<file path="src/rtl/scpd_pkg.sv">
package scpd_pkg;
	// Register offsets of the bank.
	localparam logic [15:0] ADDR_BITRATE_STATUS = 16'h001B;
	localparam logic [15:0] ADDR_OUT_COUNT_CFG = 16'h001C;
	localparam logic [15:0] ADDR_OUT_COUNT_STATUS = 16'h001D;
	localparam logic [15:0] ADDR_IN_COUNT_CFG = 16'h001E;
	localparam logic [15:0] ADDR_IN_COUNT_STATUS = 16'h001F;
	localparam logic [15:0] ADDR_MODULE_TYPE = 16'h0020;
	localparam logic [15:0] ADDR_SAFE_SELECT = 16'h0021;
	localparam logic [15:0] ADDR_VALIDITY_PERIOD = 16'h0022;

	// Reset values.
	localparam logic [7:0] COUNT_CFG_RESET = 8'h00;
	localparam logic [7:0] SAFE_SELECT_RESET = 8'h00;
	localparam logic [7:0] VALIDITY_RESET = 8'h00;
	// Module type code; the value is arbitrary.
	localparam logic [7:0] MODULE_TYPE_DEFAULT = 8'hA5;

	// Limits and field layout.
	localparam logic [7:0] COUNT_MAX = 8'h20;
	localparam int SAFE_CHAIN_LSB = 0;
	localparam int SAFE_FIELDBUS_LSB = 2;
	localparam int SAFE_SERIAL_LSB = 4;
	localparam logic [7:0] SAFE_SELECT_MASK = 8'h3F;

	// Chain mode codes.
	localparam logic [2:0] MODE_OFF = 3'h0;
	localparam logic [2:0] MODE_AUTO = 3'h1;
	localparam logic [2:0] MODE_MANUAL = 3'h2;
	localparam logic [2:0] MODE_SLAVE = 3'h3;
	localparam logic [2:0] MODE_ERROR = 3'h4;

	// Safe value encodings.
	localparam logic [1:0] SAFE_ZEROS = 2'h0;
	localparam logic [1:0] SAFE_ONES = 2'h1;
	localparam logic [1:0] SAFE_HOLD = 2'h2;

	// Bitrate codes.
	localparam logic [15:0] RATE_NONE = 16'h0000;
	localparam logic [15:0] RATE_300K = 16'h0001;
	localparam logic [15:0] RATE_1200K = 16'h0002;
	localparam logic [15:0] RATE_4800K = 16'h0003;

	// Timing.
	localparam int CLK_HZ = 10000000;
	localparam int VALIDITY_UNIT_MS = 1;
	localparam int MS_TICK_CYCLES = CLK_HZ / 1000 * VALIDITY_UNIT_MS;
	localparam logic [1:0] SHIFT_HALF_CYCLES = 2'h2;
	localparam logic [7:0] RATE_SLOW_MIN = 8'h14;
	localparam logic [7:0] RATE_MID_MIN = 8'h05;
	localparam logic [7:0] RATE_FAST_MIN = 8'h02;
	localparam logic [7:0] RATE_TIMEOUT = 8'h64;

	// Data buffer.
	localparam int BUF_WIDTH = 8;
	localparam int BUF_DEPTH = 2;
endpackage

</file>
<file path="src/rtl/scpd_buf_if.sv">
`timescale 1ns/10ps
`default_nettype none
interface scpd_buf_if;
	logic [scpd_pkg::BUF_WIDTH-1:0] wr_data;
	logic wr_valid;
	logic wr_ready;
	logic [scpd_pkg::BUF_WIDTH-1:0] rd_data;
	logic rd_valid;
	logic rd_ready;
	modport store (input wr_data, wr_valid, rd_ready, output wr_ready, rd_data, rd_valid);
	modport fill (output wr_data, wr_valid, input wr_ready);
	modport drain (input rd_data, rd_valid, output rd_ready);
endinterface
`default_nettype wire

</file>
<file path="src/rtl/scpd_buf.sv">
`timescale 1ns/10ps
`default_nettype none
module scpd_buf #(
	parameter int WIDTH = scpd_pkg::BUF_WIDTH,
	parameter int DEPTH = scpd_pkg::BUF_DEPTH
) (
	// Clock and reset.
	input wire logic i_clk,
	input wire logic i_srst,
	// Buffer ports.
	scpd_buf_if.store bus
);
	localparam int PW = (DEPTH > 1) ? $clog2(DEPTH) : 1;
	logic [WIDTH-1:0] mem_r [DEPTH];
	logic [PW-1:0] wr_ptr_r;
	logic [PW-1:0] rd_ptr_r;
	logic [PW:0] count_r;
	logic push;
	logic pop;

	assign bus.wr_ready = (count_r != (PW+1)'(DEPTH));
	assign bus.rd_valid = (count_r != '0);
	assign bus.rd_data = mem_r[rd_ptr_r];
	assign push = bus.wr_valid & bus.wr_ready;
	assign pop = bus.rd_valid & bus.rd_ready;

	always_ff @(posedge i_clk) begin
		if (push) begin
			mem_r[wr_ptr_r] <= bus.wr_data;
		end
	end

	always_ff @(posedge i_clk) begin
		if (i_srst) begin
			wr_ptr_r <= '0;
			rd_ptr_r <= '0;
			count_r <= '0;
		end else begin
			if (push) begin
				wr_ptr_r <= (wr_ptr_r == PW'(DEPTH - 1)) ? '0 : wr_ptr_r + 1'b1;
			end
			if (pop) begin
				rd_ptr_r <= (rd_ptr_r == PW'(DEPTH - 1)) ? '0 : rd_ptr_r + 1'b1;
			end
			if (push && !pop) begin
				count_r <= count_r + 1'b1;
			end else if (pop && !push) begin
				count_r <= count_r - 1'b1;
			end
		end
	end
endmodule // scpd_buf
`default_nettype wire

</file>
<file path="src/rtl/scpd_top.sv">
`timescale 1ns/10ps
`default_nettype none
// Function
// RULE_01: Bitrate status reads 0 when unset or invalid, else 1, 2, 3 by speed.
// RULE_02: Bitrate status is measured only in slave operation, from the external clock.
// RULE_03: Master operation accepts 0 to 32 output modules of 8 bits each.
// RULE_04: Master operation accepts 0 to 32 input modules of 8 bits each.
// RULE_05: Connected module count differing from the configured count puts the chain in error; the code checks this only in manual mode (2).
// RULE_06: Software must not select automatic detection when using manual counts.
// RULE_07: Count registers take effect only while master operation is active.
// RULE_08: Current output and input module counts are readable 16-bit values 0 to 32.
// RULE_09: A read-only 8-bit module type code is provided.
// RULE_10: Safe select bits 1:0 set chain outputs on data loss: zeros, ones, hold.
// RULE_11: Safe select bits 3:2 set fieldbus outputs on data loss, same encoding.
// RULE_12: Safe select bits 5:4 set serial port outputs; register resets to 0.
// RULE_13: A validity period of 1 to 255 counts milliseconds for the next production.
// RULE_14: A validity period of 0 disables expiry; data stays valid forever.
// RULE_15: Missing production within the period marks chain input data invalid.
// RULE_16: Outputs fed from an invalid input area switch to their safe values.
// RULE_17: Chain mode 0 off, 1 auto master, 2 manual master, 3 slave.
// RULE_18: Current mode status reads 4 when master operation is in error.
// RULE_19: The master shifts with lagging edge sampling, clock idle high, MSB first.
// RULE_20: A millisecond tick counter restarts on each production and expires at the period.
// RULE_21: Count writes above 32 are rejected and leave the stored count unchanged.
module scpd_top #(
	parameter int MS_TICKS = scpd_pkg::MS_TICK_CYCLES
) (
	// Clock and reset.
	input wire logic i_clk,
	input wire logic i_srst,
	// Register access.
	input wire logic i_reg_rd,
	input wire logic i_reg_wr,
	input wire logic [15:0] i_reg_addr,
	input wire logic [15:0] i_reg_wdata,
	output logic [15:0] o_reg_rdata,
	output logic o_reg_ack,
	output logic o_reg_err,
	// Chain configuration and status.
	input wire logic [2:0] i_chain_mode,
	input wire logic [5:0] i_found_out_count,
	input wire logic [5:0] i_found_in_count,
	output logic [2:0] o_chain_mode_status,
	output logic o_chain_in_valid,
	output logic [1:0] o_fieldbus_safe_sel,
	output logic [1:0] o_serial_port_safe_sel,
	// Output data toward the chain.
	input wire logic [7:0] i_tx_data,
	input wire logic i_tx_valid,
	output logic o_tx_ready,
	// Input data from the chain.
	output logic [7:0] o_rx_data,
	output logic o_rx_strobe,
	// Chain pins.
	input wire logic i_slave_sclk,
	input wire logic i_chain_miso,
	output logic o_chain_sclk,
	output logic o_chain_mosi
);
	typedef enum logic [1:0] {SH_IDLE, SH_LOW, SH_HIGH} scpd_shift_t;

	scpd_buf_if tx_buf ();

	logic [7:0] out_cfg_r;
	logic [7:0] in_cfg_r;
	logic [7:0] safe_r;
	logic [7:0] period_r;
	logic [15:0] rdata_nxt;
	logic addr_ok;
	logic wr_bad;
	logic master_on;
	logic chain_err;
	logic [5:0] out_cur;
	logic [5:0] in_cur;
	logic [1:0] sclk_sync_r;
	logic [1:0] miso_sync_r;
	logic sclk_prev_r;
	logic [7:0] gap_r;
	logic [15:0] rate_r;
	logic [31:0] tick_r;
	logic [7:0] ms_r;
	logic valid_r;
	logic produced;
	scpd_shift_t state_r;
	logic [1:0] half_r;
	logic [2:0] bit_r;
	logic [7:0] tx_sh_r;
	logic [7:0] rx_sh_r;
	logic [7:0] last_tx_r;
	logic [7:0] load_byte;

	assign tx_buf.wr_data = i_tx_data;
	assign tx_buf.wr_valid = i_tx_valid;
	assign o_tx_ready = tx_buf.wr_ready;

	scpd_buf #(
		.WIDTH(scpd_pkg::BUF_WIDTH),
		.DEPTH(scpd_pkg::BUF_DEPTH)
	) u_tx_buf (
		.i_clk(i_clk),
		.i_srst(i_srst),
		.bus(tx_buf.store)
	);

	// Register write side.
	always_comb begin
		unique case (i_reg_addr)
			scpd_pkg::ADDR_BITRATE_STATUS,
			scpd_pkg::ADDR_OUT_COUNT_CFG,
			scpd_pkg::ADDR_OUT_COUNT_STATUS,
			scpd_pkg::ADDR_IN_COUNT_CFG,
			scpd_pkg::ADDR_IN_COUNT_STATUS,
			scpd_pkg::ADDR_MODULE_TYPE,
			scpd_pkg::ADDR_SAFE_SELECT,
			scpd_pkg::ADDR_VALIDITY_PERIOD: addr_ok = 1'b1;
			default: addr_ok = 1'b0;
		endcase
	end

	always_comb begin
		wr_bad = 1'b0;
		if (!addr_ok) begin
			wr_bad = 1'b1;
		end else if ((i_reg_addr == scpd_pkg::ADDR_OUT_COUNT_CFG)
				|| (i_reg_addr == scpd_pkg::ADDR_IN_COUNT_CFG)) begin
			wr_bad = (i_reg_wdata > {8'h00, scpd_pkg::COUNT_MAX}); // RULE_21
		end else if ((i_reg_addr == scpd_pkg::ADDR_SAFE_SELECT)
				|| (i_reg_addr == scpd_pkg::ADDR_VALIDITY_PERIOD)) begin
			wr_bad = (i_reg_wdata[15:8] != 8'h00);
		end else begin
			wr_bad = 1'b1;
		end
	end

	always_ff @(posedge i_clk) begin
		if (i_srst) begin
			out_cfg_r <= scpd_pkg::COUNT_CFG_RESET;
			in_cfg_r <= scpd_pkg::COUNT_CFG_RESET;
			safe_r <= scpd_pkg::SAFE_SELECT_RESET; // RULE_12
			period_r <= scpd_pkg::VALIDITY_RESET; // RULE_14
		end else if (i_reg_wr && !wr_bad) begin
			unique case (i_reg_addr)
				scpd_pkg::ADDR_OUT_COUNT_CFG: out_cfg_r <= i_reg_wdata[7:0]; // RULE_03
				scpd_pkg::ADDR_IN_COUNT_CFG: in_cfg_r <= i_reg_wdata[7:0]; // RULE_04
				scpd_pkg::ADDR_SAFE_SELECT: safe_r <= i_reg_wdata[7:0] & scpd_pkg::SAFE_SELECT_MASK;
				scpd_pkg::ADDR_VALIDITY_PERIOD: period_r <= i_reg_wdata[7:0]; // RULE_13
				default: ;
			endcase
		end
	end

	// Mode and module counts.
	always_comb begin
		master_on = (i_chain_mode == scpd_pkg::MODE_AUTO) || (i_chain_mode == scpd_pkg::MODE_MANUAL);
		out_cur = 6'h00;
		in_cur = 6'h00;
		chain_err = 1'b0;
		if (i_chain_mode == scpd_pkg::MODE_AUTO) begin
			// Detected counts override the written ones.
			out_cur = i_found_out_count; // RULE_06
			in_cur = i_found_in_count;
		end else if (i_chain_mode == scpd_pkg::MODE_MANUAL) begin
			out_cur = out_cfg_r[5:0]; // RULE_07
			in_cur = in_cfg_r[5:0];
			chain_err = (i_found_out_count != out_cfg_r[5:0])
				|| (i_found_in_count != in_cfg_r[5:0]); // RULE_05
		end
	end

	always_comb begin
		if (chain_err) begin
			o_chain_mode_status = scpd_pkg::MODE_ERROR; // RULE_18
		end else if (i_chain_mode > scpd_pkg::MODE_SLAVE) begin
			o_chain_mode_status = scpd_pkg::MODE_OFF;
		end else begin
			o_chain_mode_status = i_chain_mode; // RULE_17
		end
	end

	// Register read side.
	always_comb begin
		rdata_nxt = 16'h0000;
		unique case (i_reg_addr)
			scpd_pkg::ADDR_BITRATE_STATUS: rdata_nxt = rate_r;
			scpd_pkg::ADDR_OUT_COUNT_CFG: rdata_nxt = {8'h00, out_cfg_r};
			scpd_pkg::ADDR_OUT_COUNT_STATUS: rdata_nxt = {10'h000, out_cur}; // RULE_08
			scpd_pkg::ADDR_IN_COUNT_CFG: rdata_nxt = {8'h00, in_cfg_r};
			scpd_pkg::ADDR_IN_COUNT_STATUS: rdata_nxt = {10'h000, in_cur}; // RULE_08
			scpd_pkg::ADDR_MODULE_TYPE: rdata_nxt = {8'h00, scpd_pkg::MODULE_TYPE_DEFAULT}; // RULE_09
			scpd_pkg::ADDR_SAFE_SELECT: rdata_nxt = {8'h00, safe_r};
			scpd_pkg::ADDR_VALIDITY_PERIOD: rdata_nxt = {8'h00, period_r};
			default: rdata_nxt = 16'h0000;
		endcase
	end

	always_ff @(posedge i_clk) begin
		if (i_srst) begin
			o_reg_rdata <= 16'h0000;
			o_reg_ack <= 1'b0;
			o_reg_err <= 1'b0;
		end else begin
			o_reg_ack <= i_reg_rd | i_reg_wr;
			o_reg_err <= (i_reg_rd && !addr_ok) || (i_reg_wr && wr_bad);
			if (i_reg_rd) begin
				o_reg_rdata <= rdata_nxt;
			end
		end
	end

	assign o_fieldbus_safe_sel = safe_r[scpd_pkg::SAFE_FIELDBUS_LSB +: 2]; // RULE_11
	assign o_serial_port_safe_sel = safe_r[scpd_pkg::SAFE_SERIAL_LSB +: 2]; // RULE_12

	// Pin synchronisers.
	always_ff @(posedge i_clk) begin
		if (i_srst) begin
			sclk_sync_r <= 2'h3;
			miso_sync_r <= 2'h0;
		end else begin
			sclk_sync_r <= {sclk_sync_r[0], i_slave_sclk};
			miso_sync_r <= {miso_sync_r[0], i_chain_miso};
		end
	end

	// Slave bitrate measurement from rising edge spacing.
	always_ff @(posedge i_clk) begin
		if (i_srst) begin
			sclk_prev_r <= 1'b1;
			gap_r <= 8'h00;
			rate_r <= scpd_pkg::RATE_NONE;
		end else begin
			sclk_prev_r <= sclk_sync_r[1];
			if (i_chain_mode != scpd_pkg::MODE_SLAVE) begin
				gap_r <= 8'h00;
				rate_r <= scpd_pkg::RATE_NONE; // RULE_02
			end else if (sclk_sync_r[1] && !sclk_prev_r) begin
				gap_r <= 8'h00;
				if (gap_r >= scpd_pkg::RATE_TIMEOUT) begin
					rate_r <= scpd_pkg::RATE_NONE; // RULE_01
				end else if (gap_r >= scpd_pkg::RATE_SLOW_MIN) begin
					rate_r <= scpd_pkg::RATE_300K;
				end else if (gap_r >= scpd_pkg::RATE_MID_MIN) begin
					rate_r <= scpd_pkg::RATE_1200K;
				end else if (gap_r >= scpd_pkg::RATE_FAST_MIN) begin
					rate_r <= scpd_pkg::RATE_4800K;
				end else begin
					rate_r <= scpd_pkg::RATE_NONE;
				end
			end else if (gap_r != 8'hFF) begin
				gap_r <= gap_r + 8'h01;
			end else begin
				rate_r <= scpd_pkg::RATE_NONE; // RULE_01
			end
		end
	end

	// Validity supervision in millisecond ticks.
	assign produced = o_rx_strobe;

	always_ff @(posedge i_clk) begin
		if (i_srst) begin
			tick_r <= 32'h0000_0000;
			ms_r <= 8'h00;
			valid_r <= 1'b1;
		end else if (period_r == 8'h00) begin
			tick_r <= 32'h0000_0000;
			ms_r <= 8'h00;
			valid_r <= 1'b1; // RULE_14
		end else if (produced) begin
			tick_r <= 32'h0000_0000;
			ms_r <= 8'h00; // RULE_20
			valid_r <= 1'b1;
		end else if (valid_r) begin
			if (tick_r == 32'(MS_TICKS - 1)) begin
				tick_r <= 32'h0000_0000;
				ms_r <= ms_r + 8'h01;
				if (ms_r + 8'h01 >= period_r) begin
					valid_r <= 1'b0; // RULE_15
				end
			end else begin
				tick_r <= tick_r + 32'h0000_0001;
			end
		end
	end

	assign o_chain_in_valid = valid_r;

	// Safe substitution of outgoing chain bytes.
	always_comb begin
		load_byte = tx_buf.rd_data;
		if (!valid_r) begin
			unique case (safe_r[scpd_pkg::SAFE_CHAIN_LSB +: 2]) // RULE_10
				scpd_pkg::SAFE_ZEROS: load_byte = 8'h00; // RULE_16
				scpd_pkg::SAFE_ONES: load_byte = 8'hFF;
				scpd_pkg::SAFE_HOLD: load_byte = last_tx_r;
				default: load_byte = 8'h00;
			endcase
		end
	end

	assign tx_buf.rd_ready = (state_r == SH_IDLE) && master_on && !chain_err;

	// Master shifter: data changes on the falling edge, sampled on the rising edge.
	always_ff @(posedge i_clk) begin
		if (i_srst) begin
			state_r <= SH_IDLE;
			half_r <= 2'h0;
			bit_r <= 3'h0;
			tx_sh_r <= 8'h00;
			rx_sh_r <= 8'h00;
			last_tx_r <= 8'h00;
			o_chain_sclk <= 1'b1;
			o_chain_mosi <= 1'b1;
			o_rx_data <= 8'h00;
			o_rx_strobe <= 1'b0;
		end else begin
			o_rx_strobe <= 1'b0;
			unique case (state_r)
				SH_IDLE: begin
					o_chain_sclk <= 1'b1; // RULE_19
					if (tx_buf.rd_valid && tx_buf.rd_ready) begin
						tx_sh_r <= load_byte;
						last_tx_r <= load_byte;
						o_chain_mosi <= load_byte[7]; // RULE_19
						o_chain_sclk <= 1'b0;
						bit_r <= 3'h0;
						half_r <= 2'h0;
						state_r <= SH_LOW;
					end
				end
				SH_LOW: begin
					if (half_r == scpd_pkg::SHIFT_HALF_CYCLES - 2'h1) begin
						half_r <= 2'h0;
						o_chain_sclk <= 1'b1;
						state_r <= SH_HIGH;
					end else begin
						half_r <= half_r + 2'h1;
					end
				end
				SH_HIGH: begin
					if (half_r == scpd_pkg::SHIFT_HALF_CYCLES - 2'h1) begin
						half_r <= 2'h0;
						if (bit_r == 3'h7) begin
							o_rx_data <= rx_sh_r;
							o_rx_strobe <= 1'b1;
							state_r <= SH_IDLE;
						end else begin
							bit_r <= bit_r + 3'h1;
							tx_sh_r <= {tx_sh_r[6:0], 1'b0};
							o_chain_mosi <= tx_sh_r[6];
							o_chain_sclk <= 1'b0;
							state_r <= SH_LOW;
						end
					end else begin
						// The synchroniser lags the pin by two cycles, so the bit at the rising edge is read here.
						rx_sh_r <= {rx_sh_r[6:0], miso_sync_r[1]}; // RULE_19
						half_r <= half_r + 2'h1;
					end
				end
			endcase
		end
	end
endmodule // scpd_top
`default_nettype wire

</file>
<file path="config.mk">
export PLATFORM = sky130hd
export DESIGN_NAME = scpd_top
export DESIGN_NICKNAME = d
export VERILOG_FILES = /design/src/rtl/scpd_pkg.sv /design/src/rtl/scpd_buf_if.sv /design/src/rtl/scpd_buf.sv /design/src/rtl/scpd_top.sv
export SDC_FILE = /design/constraint.sdc
export NUM_CORES = 1
export LEC_CHECK = 0
export BUFFER_PORTS_ARGS = -buffer_cell sky130_fd_sc_hd__buf_2
export CAP_MARGIN = 10
export CORE_ASPECT_RATIO = 1.1
export CORE_MARGIN = 3
export CORE_UTILIZATION = 35
export DETAILED_ROUTE_END_ITERATION = 12
export MAX_ROUTING_LAYER = met4
export PLACE_DENSITY = 0.53
export SYNTH_ARGS = -nofsm -noshare
export SYNTH_HDL_FRONTEND = slang
export SYNTH_SLANG_ARGS = --single-unit
</file>
<file path="constraint.sdc">
create_clock -name i_clk -period 2.54 [get_ports i_clk]
set_input_delay 0.254 -clock i_clk [delete_from_list [all_inputs] [get_ports i_clk]]
set_output_delay 0.254 -clock i_clk [all_outputs]
set_load 0.005 [all_outputs]
</file>
==> flow_metrics.tcl, run 1 <==
set metrics [dict create \
    wl_um 18710 \
    seq_area_frac_synth 0.4352 \
    place.gp.congestion 0.8768 \
    setup_slack_ps 343.7 \
    drtIter0Drc 274 \
    htreeDepth 4 \
    cts_tree "done" \
    r2r_cells 7 \
    min_period_ps 2196 \
    cts_sinks 158 \
    ir_drop_mv 0.4261 \
    synthCells 865 \
    wl_per_cell_um 14.61 \
    setup_violations 0 \
    grt_max_degree 38 \
    clock_latency_ps 430 \
    rows 56 \
    ys_ff_latch 158 \
    dieArea_mm2 0.02363 \
    synth_area_per_cell_um2 8.828 \
    cp-start-kind "flop" \
    viasPerCell 4.923 \
    cts.clk_slew.worst_paths_ps 60 \
    skew_ps 14.42 \
    hold_path_class "input pin to flop" \
    hpwl_um 13850 \
    endpoint_kind "flop" \
    design_area_mm2 0.009204 \
    worstSetupPathType "flop to flop" \
    die_h_um 160.9 \
    tns_ps 0 \
    maxSlewViolCount 0 \
    core-area_mm2 0.02137 \
    synth_top_area_frac 0.3723 \
    cts-root-buf "clkbuf_16" \
    nets 1061 \
    cp_data_required_time_ps 2850 \
    drive_gt1_frac 0.1960 \
    first_pass_iters 5 \
    syn_area_mm2 0.007636 \
    synth_top_cell_by_area "dfxtp_1" \
    hold_viol_final 0 \
    worst_hold_startpoint "i_tx_data[7]" \
    die_width_um 146.8 \
    synth_common_cells "142 x dfxtp_1, 130 x nor2_1, 64 x nand2_1" \
    async_flop_share 0 \
    grt_overflow_total 0 \
    powerDensity_mw_per_mm2 654.1 \
    status "completed" \
    cap_violations 0 \
    cp_max_fo 32 \
    synth_ff_type "dfxtp_1" \
    initial_core_util 0.3573 \
    grt_pass1_wl_um 31260 \
    fmax_mhz 455.3 \
    vias 6307 \
    tightest_slew_ps 525.3 \
    synth.area.top_cells "dfxtp_1 37%, nor2_1 6.4%, edfxtp_1 6.3%" \
    track_usage 0.1661 \
    top_layer_used "met4" \
    period_share 0.8647 \
    yosys.cell_count.top_type "dfxtp_1" \
    synth_cell_types 68 \
    post-route-drc-count 0 \
    power_leakage_nw 3.367 \
    ant_nets 0 \
    io_pins 100 \
    hold_end "u_tx_buf.mem_r[0][7]" \
    hold-path-cell-count 1 \
    synthToLayoutAreaGrowth_pct 20.53 \
    maxSlewHeadroom 0.6485 \
    wl_met3_um 842 \
    worstPathArrival_ps 2510 \
    r2r_start "tick_r[14]" \
    ff2ff_setup_slack_ps 340 \
    numCtsBuffers 17 \
    met1_length_um 8959 \
    r2r_end "tick_r[5]" \
    placed_area_mm2 0.008562 \
    synth-edff-count 16 \
    clockBufferDepth 2 \
    antenna_found_initial 1 \
    grt_pass1_vias 6126 \
    io_buffers 91 \
    ys_warn_count 0 \
    fin_hold_ws_ps 22.30 \
    rsz0062_at_grt "false" \
    pre_cts_slack_ps 20.08 \
    wl_met2_um 8668 \
]
cell families after synthesis:
kind of cell,count (synthesis),synth area share
compound gates,153,0.1299
other cells,1,0.0004911
xor+xnor,54,0.06194
buf+inv,75,0.04375
flops,158,0.4352
fa+ha+maj,22,0.03605
mux,46,0.06161
simple gates,356,0.2310
metal layers:
metal  up-vias  GRT usage
li1       3258          -
met1      2899     0.2143
met2       130     0.2633
met3        20    0.03273
met4         0    0.05304
met5         -          -
layout by cell type, fill, tap and decap left out, drive strengths merged, types with 11 or more instances in the layout:
| master | Yosys | final |
|---|---|---|
| xnor2 | 32 | 32 |
| nor4 | 13 | 13 |
| nand3 | 35 | 35 |
| edfxtp | 16 | 16 |
| clkbuf | 28 | 18 |
| nand4 | 15 | 15 |
| inv | 27 | 34 |
| ha | 22 | 22 |
| a21oi | 56 | 56 |
| nor3b | 11 | 11 |
| nor2 | 130 | 130 |
| or3 | 11 | 11 |
| nand2 | 64 | 64 |
| mux2i | 38 | 38 |
| xor2 | 22 | 22 |
| buf | 19 | 129 |
| dfxtp | 142 | 142 |
| nor3 | 20 | 20 |
| o21ai | 29 | 29 |
| a22o | 12 | 12 |
how the worst max path moves through the flow:
stage / start / slack (ps) / cells past startpoint / end
final: tick_r[14] / 340 / 7 / tick_r[5]
after global routing: tick_r[12] / 60 / 7 / ms_r[6]
after CTS: tick_r[14] / 280 / 7 / tick_r[5]
after detailed placement: i_reg_addr[13] / 20 / 8 / in_cfg_r[5]
after global placement: i_reg_addr[13] / 20 / 8 / in_cfg_r[3]
after floorplan: i_reg_addr[9] / 10 / 7 / in_cfg_r[3]
repair_timing:
item / CTS / global route
hold endpoints to repair: 7 / 0
setup endpoints to repair: 0 / 1
hold buffers: 4 / 0
resized for setup: 0 / 1
buffers inserted: 0 / 0
metrics by stage:
stage | utilization | total power (W) | std cells
floorplan | - | 0.003243 | 872
global placement | 0.4006 | 0.003495 | 1244
detailed placement | 0.4006 | 0.003500 | 1244
CTS | 0.4303 | 0.006128 | 1280
global route | 0.4307 | 0.006310 | 1281
finish | 0.4307 | 0.006020 | 1281
critical path: stages, from the launching register on:
cell and delay [ps]:
dfxtp_1 360, or4b_2 700, nor4_2 220, buf_4 140
nand3_1 190, nand2b_1 200, buf_12 200, nor2_1 70
report_power, final:
part	switching [W]	leakage (nW)	internal, W	total [W]
logic	0.000409	1.78	0.000317	0.000726
clock network	0.00109	0.293	0.00149	0.00258
registers	0.0000669	1.30	0.00265	0.00271
sequential cells by signal, indices dropped and copies added (netlist names), 3 cells and up, named ones only:
| register | count |
|---|---|
| ms_r | 8 |
| safe_r | 6 |
| o_rx_data | 8 |
| u_tx_buf.mem_r | 16 |
| last_tx_r | 8 |
| out_cfg_r | 8 |
| period_r | 8 |
| tick_r | 32 |
| rx_sh_r | 8 |
| in_cfg_r | 8 |
| gap_r | 8 |
| o_reg_rdata | 8 |
| bit_r | 3 |
| tx_sh_r | 7 |
layout make-up:
class	count	area (µm²)
fillers	2159	12170
multi-input cells	639	4011
flip-flops and latches	158	3323
repair buffers	133	805.8
clock buffers	18	439.2
well taps	290	362.8
clock inverters	14	153.9
inverters	28	105.1
diodes	1	2.502
Power figures use the tool's default switching activity.
==> run 2: changes to the inputs <==
- SYNTH_HIERARCHICAL: unset -> 1
==> run 2 against run 1 <==
Against the previous run: critical path depth up 2; count of clock-buffer cells in the layout increased by 1; sequential share of layout area fell by 0.40 points; first-iteration DRC count grew 21%; register-to-register slack got worse by 120 ps; area after synthesis increased by 3.3%; die area is 3.1% higher; critical path type unchanged; critical endpoint is now u_tx_buf/count_r[1]; largest cell class unchanged.
==> flow_metrics.tcl, run 2 <==
set metrics [dict create \
    worstSetupEndpoint "u_tx_buf/count_r[1]" \
    wl_per_cell_um 15.02 \
    crit_start "in_cfg_r[2]" \
    largest_reg_flops 32 \
    syn_area_mm2 0.007886 \
    cts-root-buf "clkbuf_16" \
    synth_ff_type "dfxtp_1" \
    power_leakage_nw 3.550 \
    synth_mux_area_frac 0.07488 \
    setup_violations 0 \
    worstPathArrival_ps 2680 \
    first_pass_iters 5 \
    ff2ff_setup_slack_ps 220 \
    path_cells "xnor2_1, nand4_1, nor2_1, a31oi_1, nor2b_1, o21ai_0, ha_1, or3_1, a21oi_1" \
    yosys.area_share.simple 0.2504 \
    synth_top_family_by_area "simple AND/OR/NAND/NOR gates" \
    cts_hold_buffers 7 \
    synthToLayoutAreaGrowth_pct 18.02 \
    async_flop_share 0 \
    cts_sinks 158 \
    r2r_start "in_cfg_r[2]" \
    fmax_mhz 431.5 \
    hold_viol_final 0 \
    viasPerCell 4.956 \
    io_pins 100 \
    final_cells 1267 \
    synth_cell_types 80 \
    synth.area.top_cells "dfxtp_1 36%, edfxtp_1 6.1%, nor2_1 6.1%" \
    n_fill_cell 2196 \
    layout.cells.most_common "dfxtp_1" \
    nets 1045 \
    track_usage 0.1669 \
    endpoint_kind "flop" \
    drive_gt1_frac 0.1910 \
    clock_latency_ps 430 \
    htreeDepth 4 \
    grt_max_degree 46 \
    synthCells 869 \
    cp.depth 9 \
    min_period_ps 2317 \
    rows 56 \
    cap_violations 0 \
    core-area_mm2 0.02172 \
    drtIter0Drc 332 \
    maxSlewHeadroom 0.6516 \
    cts.clk_slew.worst_paths_ps 60 \
    die_width_um 149.1 \
    status "completed" \
    cp_num_buf_inv 0 \
    synth_compound_gate_area_share 0.1047 \
    synthAdderAreaFrac 0.03490 \
    synth_top_area_frac 0.3605 \
    ant_nets 0 \
    synth_area_per_cell_um2 9.075 \
    synth_common_cells "142 x dfxtp_1, 128 x nor2_1, 76 x nand2_1" \
    cp_data_required_time_ps 2900 \
    tns_ps 0 \
    powerDensity_mw_per_mm2 664.6 \
    tightest_slew_ps 520.6 \
    cp-start-kind "flop" \
    r2r_cells 9 \
    skew_ps 9.206 \
    vias 6279 \
    wl_um 19030 \
    initial_core_util 0.3631 \
    layout_common_cells "142 x dfxtp_1, 128 x nor2_1, 91 x buf_2, 76 x nand2_1, 48 x a21oi_1" \
    place.gp.congestion 0.8342 \
    post_cts_resized 0 \
    cp_max_fo 4 \
    die_h_um 163.4 \
    ys_ff_latch 158 \
    numCtsBuffers 17 \
    maxSlewViolCount 0 \
    synth_top_cell_by_area "dfxtp_1" \
    top_regs "tick_r (32), u_tx_buf/mem_r (16)" \
    dieArea_mm2 0.02437 \
    grt_pass1_wl_um 31680 \
    io_buffers 91 \
    rsz0062_at_grt "false" \
    crit_path_max_incr_delay_ps 390 \
    r2r_end "u_tx_buf/count_r[1]" \
    grt_overflow_total 0 \
    post-route-drc-count 0 \
    clockBufferDepth 2 \
    hpwl_um 13990 \
    cts_tree "done" \
    yosys.cell_count.top_type "dfxtp_1" \
    synth_xor_area_frac 0.06775 \
    dp.cells 1225 \
    seq_area_frac_synth 0.4214 \
    ir_drop_mv 0.4618 \
    worstSetupPathType "flop to flop" \
    period_share 0.9124 \
    top_register "tick_r" \
    cp_top_family "simple AND/OR/NAND/NOR gates" \
    post_cts_buffers 0 \
    hold_path_class "input pin to flop" \
    synth-edff-count 16 \
    ys_warn_count 6 \
    antenna_found_initial 3 \
    grt_pass1_vias 6162 \
    critical-path-slowest-cell "dfxtp_1" \
]
run 2: changes by cell type after synthesis, moves of 7 or more:
cell	delta
mux2_2	+8
nand2_1	+12
nor3b_1	-8
o21ai_0	-7
nand3_1	-8
nor3_1	-11
nor2b_1	+9
xor2_1	+11
buf_2	+8
o21a_1	-9
a21oi_1	-8
run 2: per-stage QoR:
stage                     hold slack, ps    util  setup WS, ps  power, W  cell area (µm²)
after global routing               10.03  0.4285         7.427  0.006477             9308
after CTS                          4.751  0.4282         197.2  0.006266             9300
after floorplan                    323.1       -         539.8  0.003295             7913
after detailed placement           398.0  0.3964         209.6  0.003517             8610
after global placement             392.9  0.3964         258.2  0.003518             8610
final                              22.66  0.4285         222.6  0.006186             9308
run 2: kinds of logic after synthesis:
| logic type | Yosys count |
|---|---|
| flip-flops | 158 |
| other | 1 |
| adder cells (fa/ha/maj) | 22 |
| AO/OA/AOI/OAI | 127 |
| XOR/XNOR | 61 |
| buffers and inverters | 76 |
| multiplexers | 57 |
| AND/OR/NAND/NOR | 367 |
run 2: report_power, final:
part | internal (W) | total (W) | switching (W)
sequential | 0.00264 | 0.00270 | 0.0000620
clock | 0.00165 | 0.00272 | 0.00107
combinational | 0.000342 | 0.000767 | 0.000425
run 2: layer usage:
metal | track usage | vias to the layer above | wire length, µm
met4 | 0.05202 | 0 | 242
met1 | 0.2120 | 2967 | 8936
li1 | - | 3198 | -
met3 | 0.03357 | 20 | 664
met2 | 0.2688 | 94 | 9190
met5 | - | - | 0
run 2: worst min-delay path by stage:
stage | startpoint | to | cells after the start
6_report | i_tx_data[0] | u_tx_buf/mem_r[1][0] | 1
5_1_grt | i_tx_data[4] | u_tx_buf/mem_r[1][4] | 1
4_1_cts | i_tx_data[0] | u_tx_buf/mem_r[1][0] | 1
3_5_place_dp | sclk_sync_r[0] | sclk_sync_r[1] | 1
3_3_place_gp | sclk_sync_r[0] | sclk_sync_r[1] | 1
2_1_floorplan | i_srst | u_tx_buf/count_r[1] | 1
run 2: area by class of cell:
| cell class | count | area (µm²) | area share |
|---|---|---|---|
| well taps | 290 | 362.8 | 0.03898 |
| inverters | 28 | 105.1 | 0.01129 |
| clock inverters | 13 | 187.7 | 0.02016 |
| flip-flops and latches | 158 | 3323 | 0.3570 |
| repair buffers | 114 | 658.1 | 0.07071 |
| multi-input cells | 642 | 4230 | 0.4545 |
| clock buffers | 19 | 432.9 | 0.04651 |
| diodes | 3 | 7.507 | 0.0008066 |
run 2: worst register-to-register path, cell delays in order, from the launching register on:
cell and delay [ps]:
dfxtp_1 390, xnor2_1 140, nand4_1 150, nor2_1 280, a31oi_1 120, nor2b_1 130, o21ai_0 160, ha_1 370
or3_1 370, a21oi_1 140
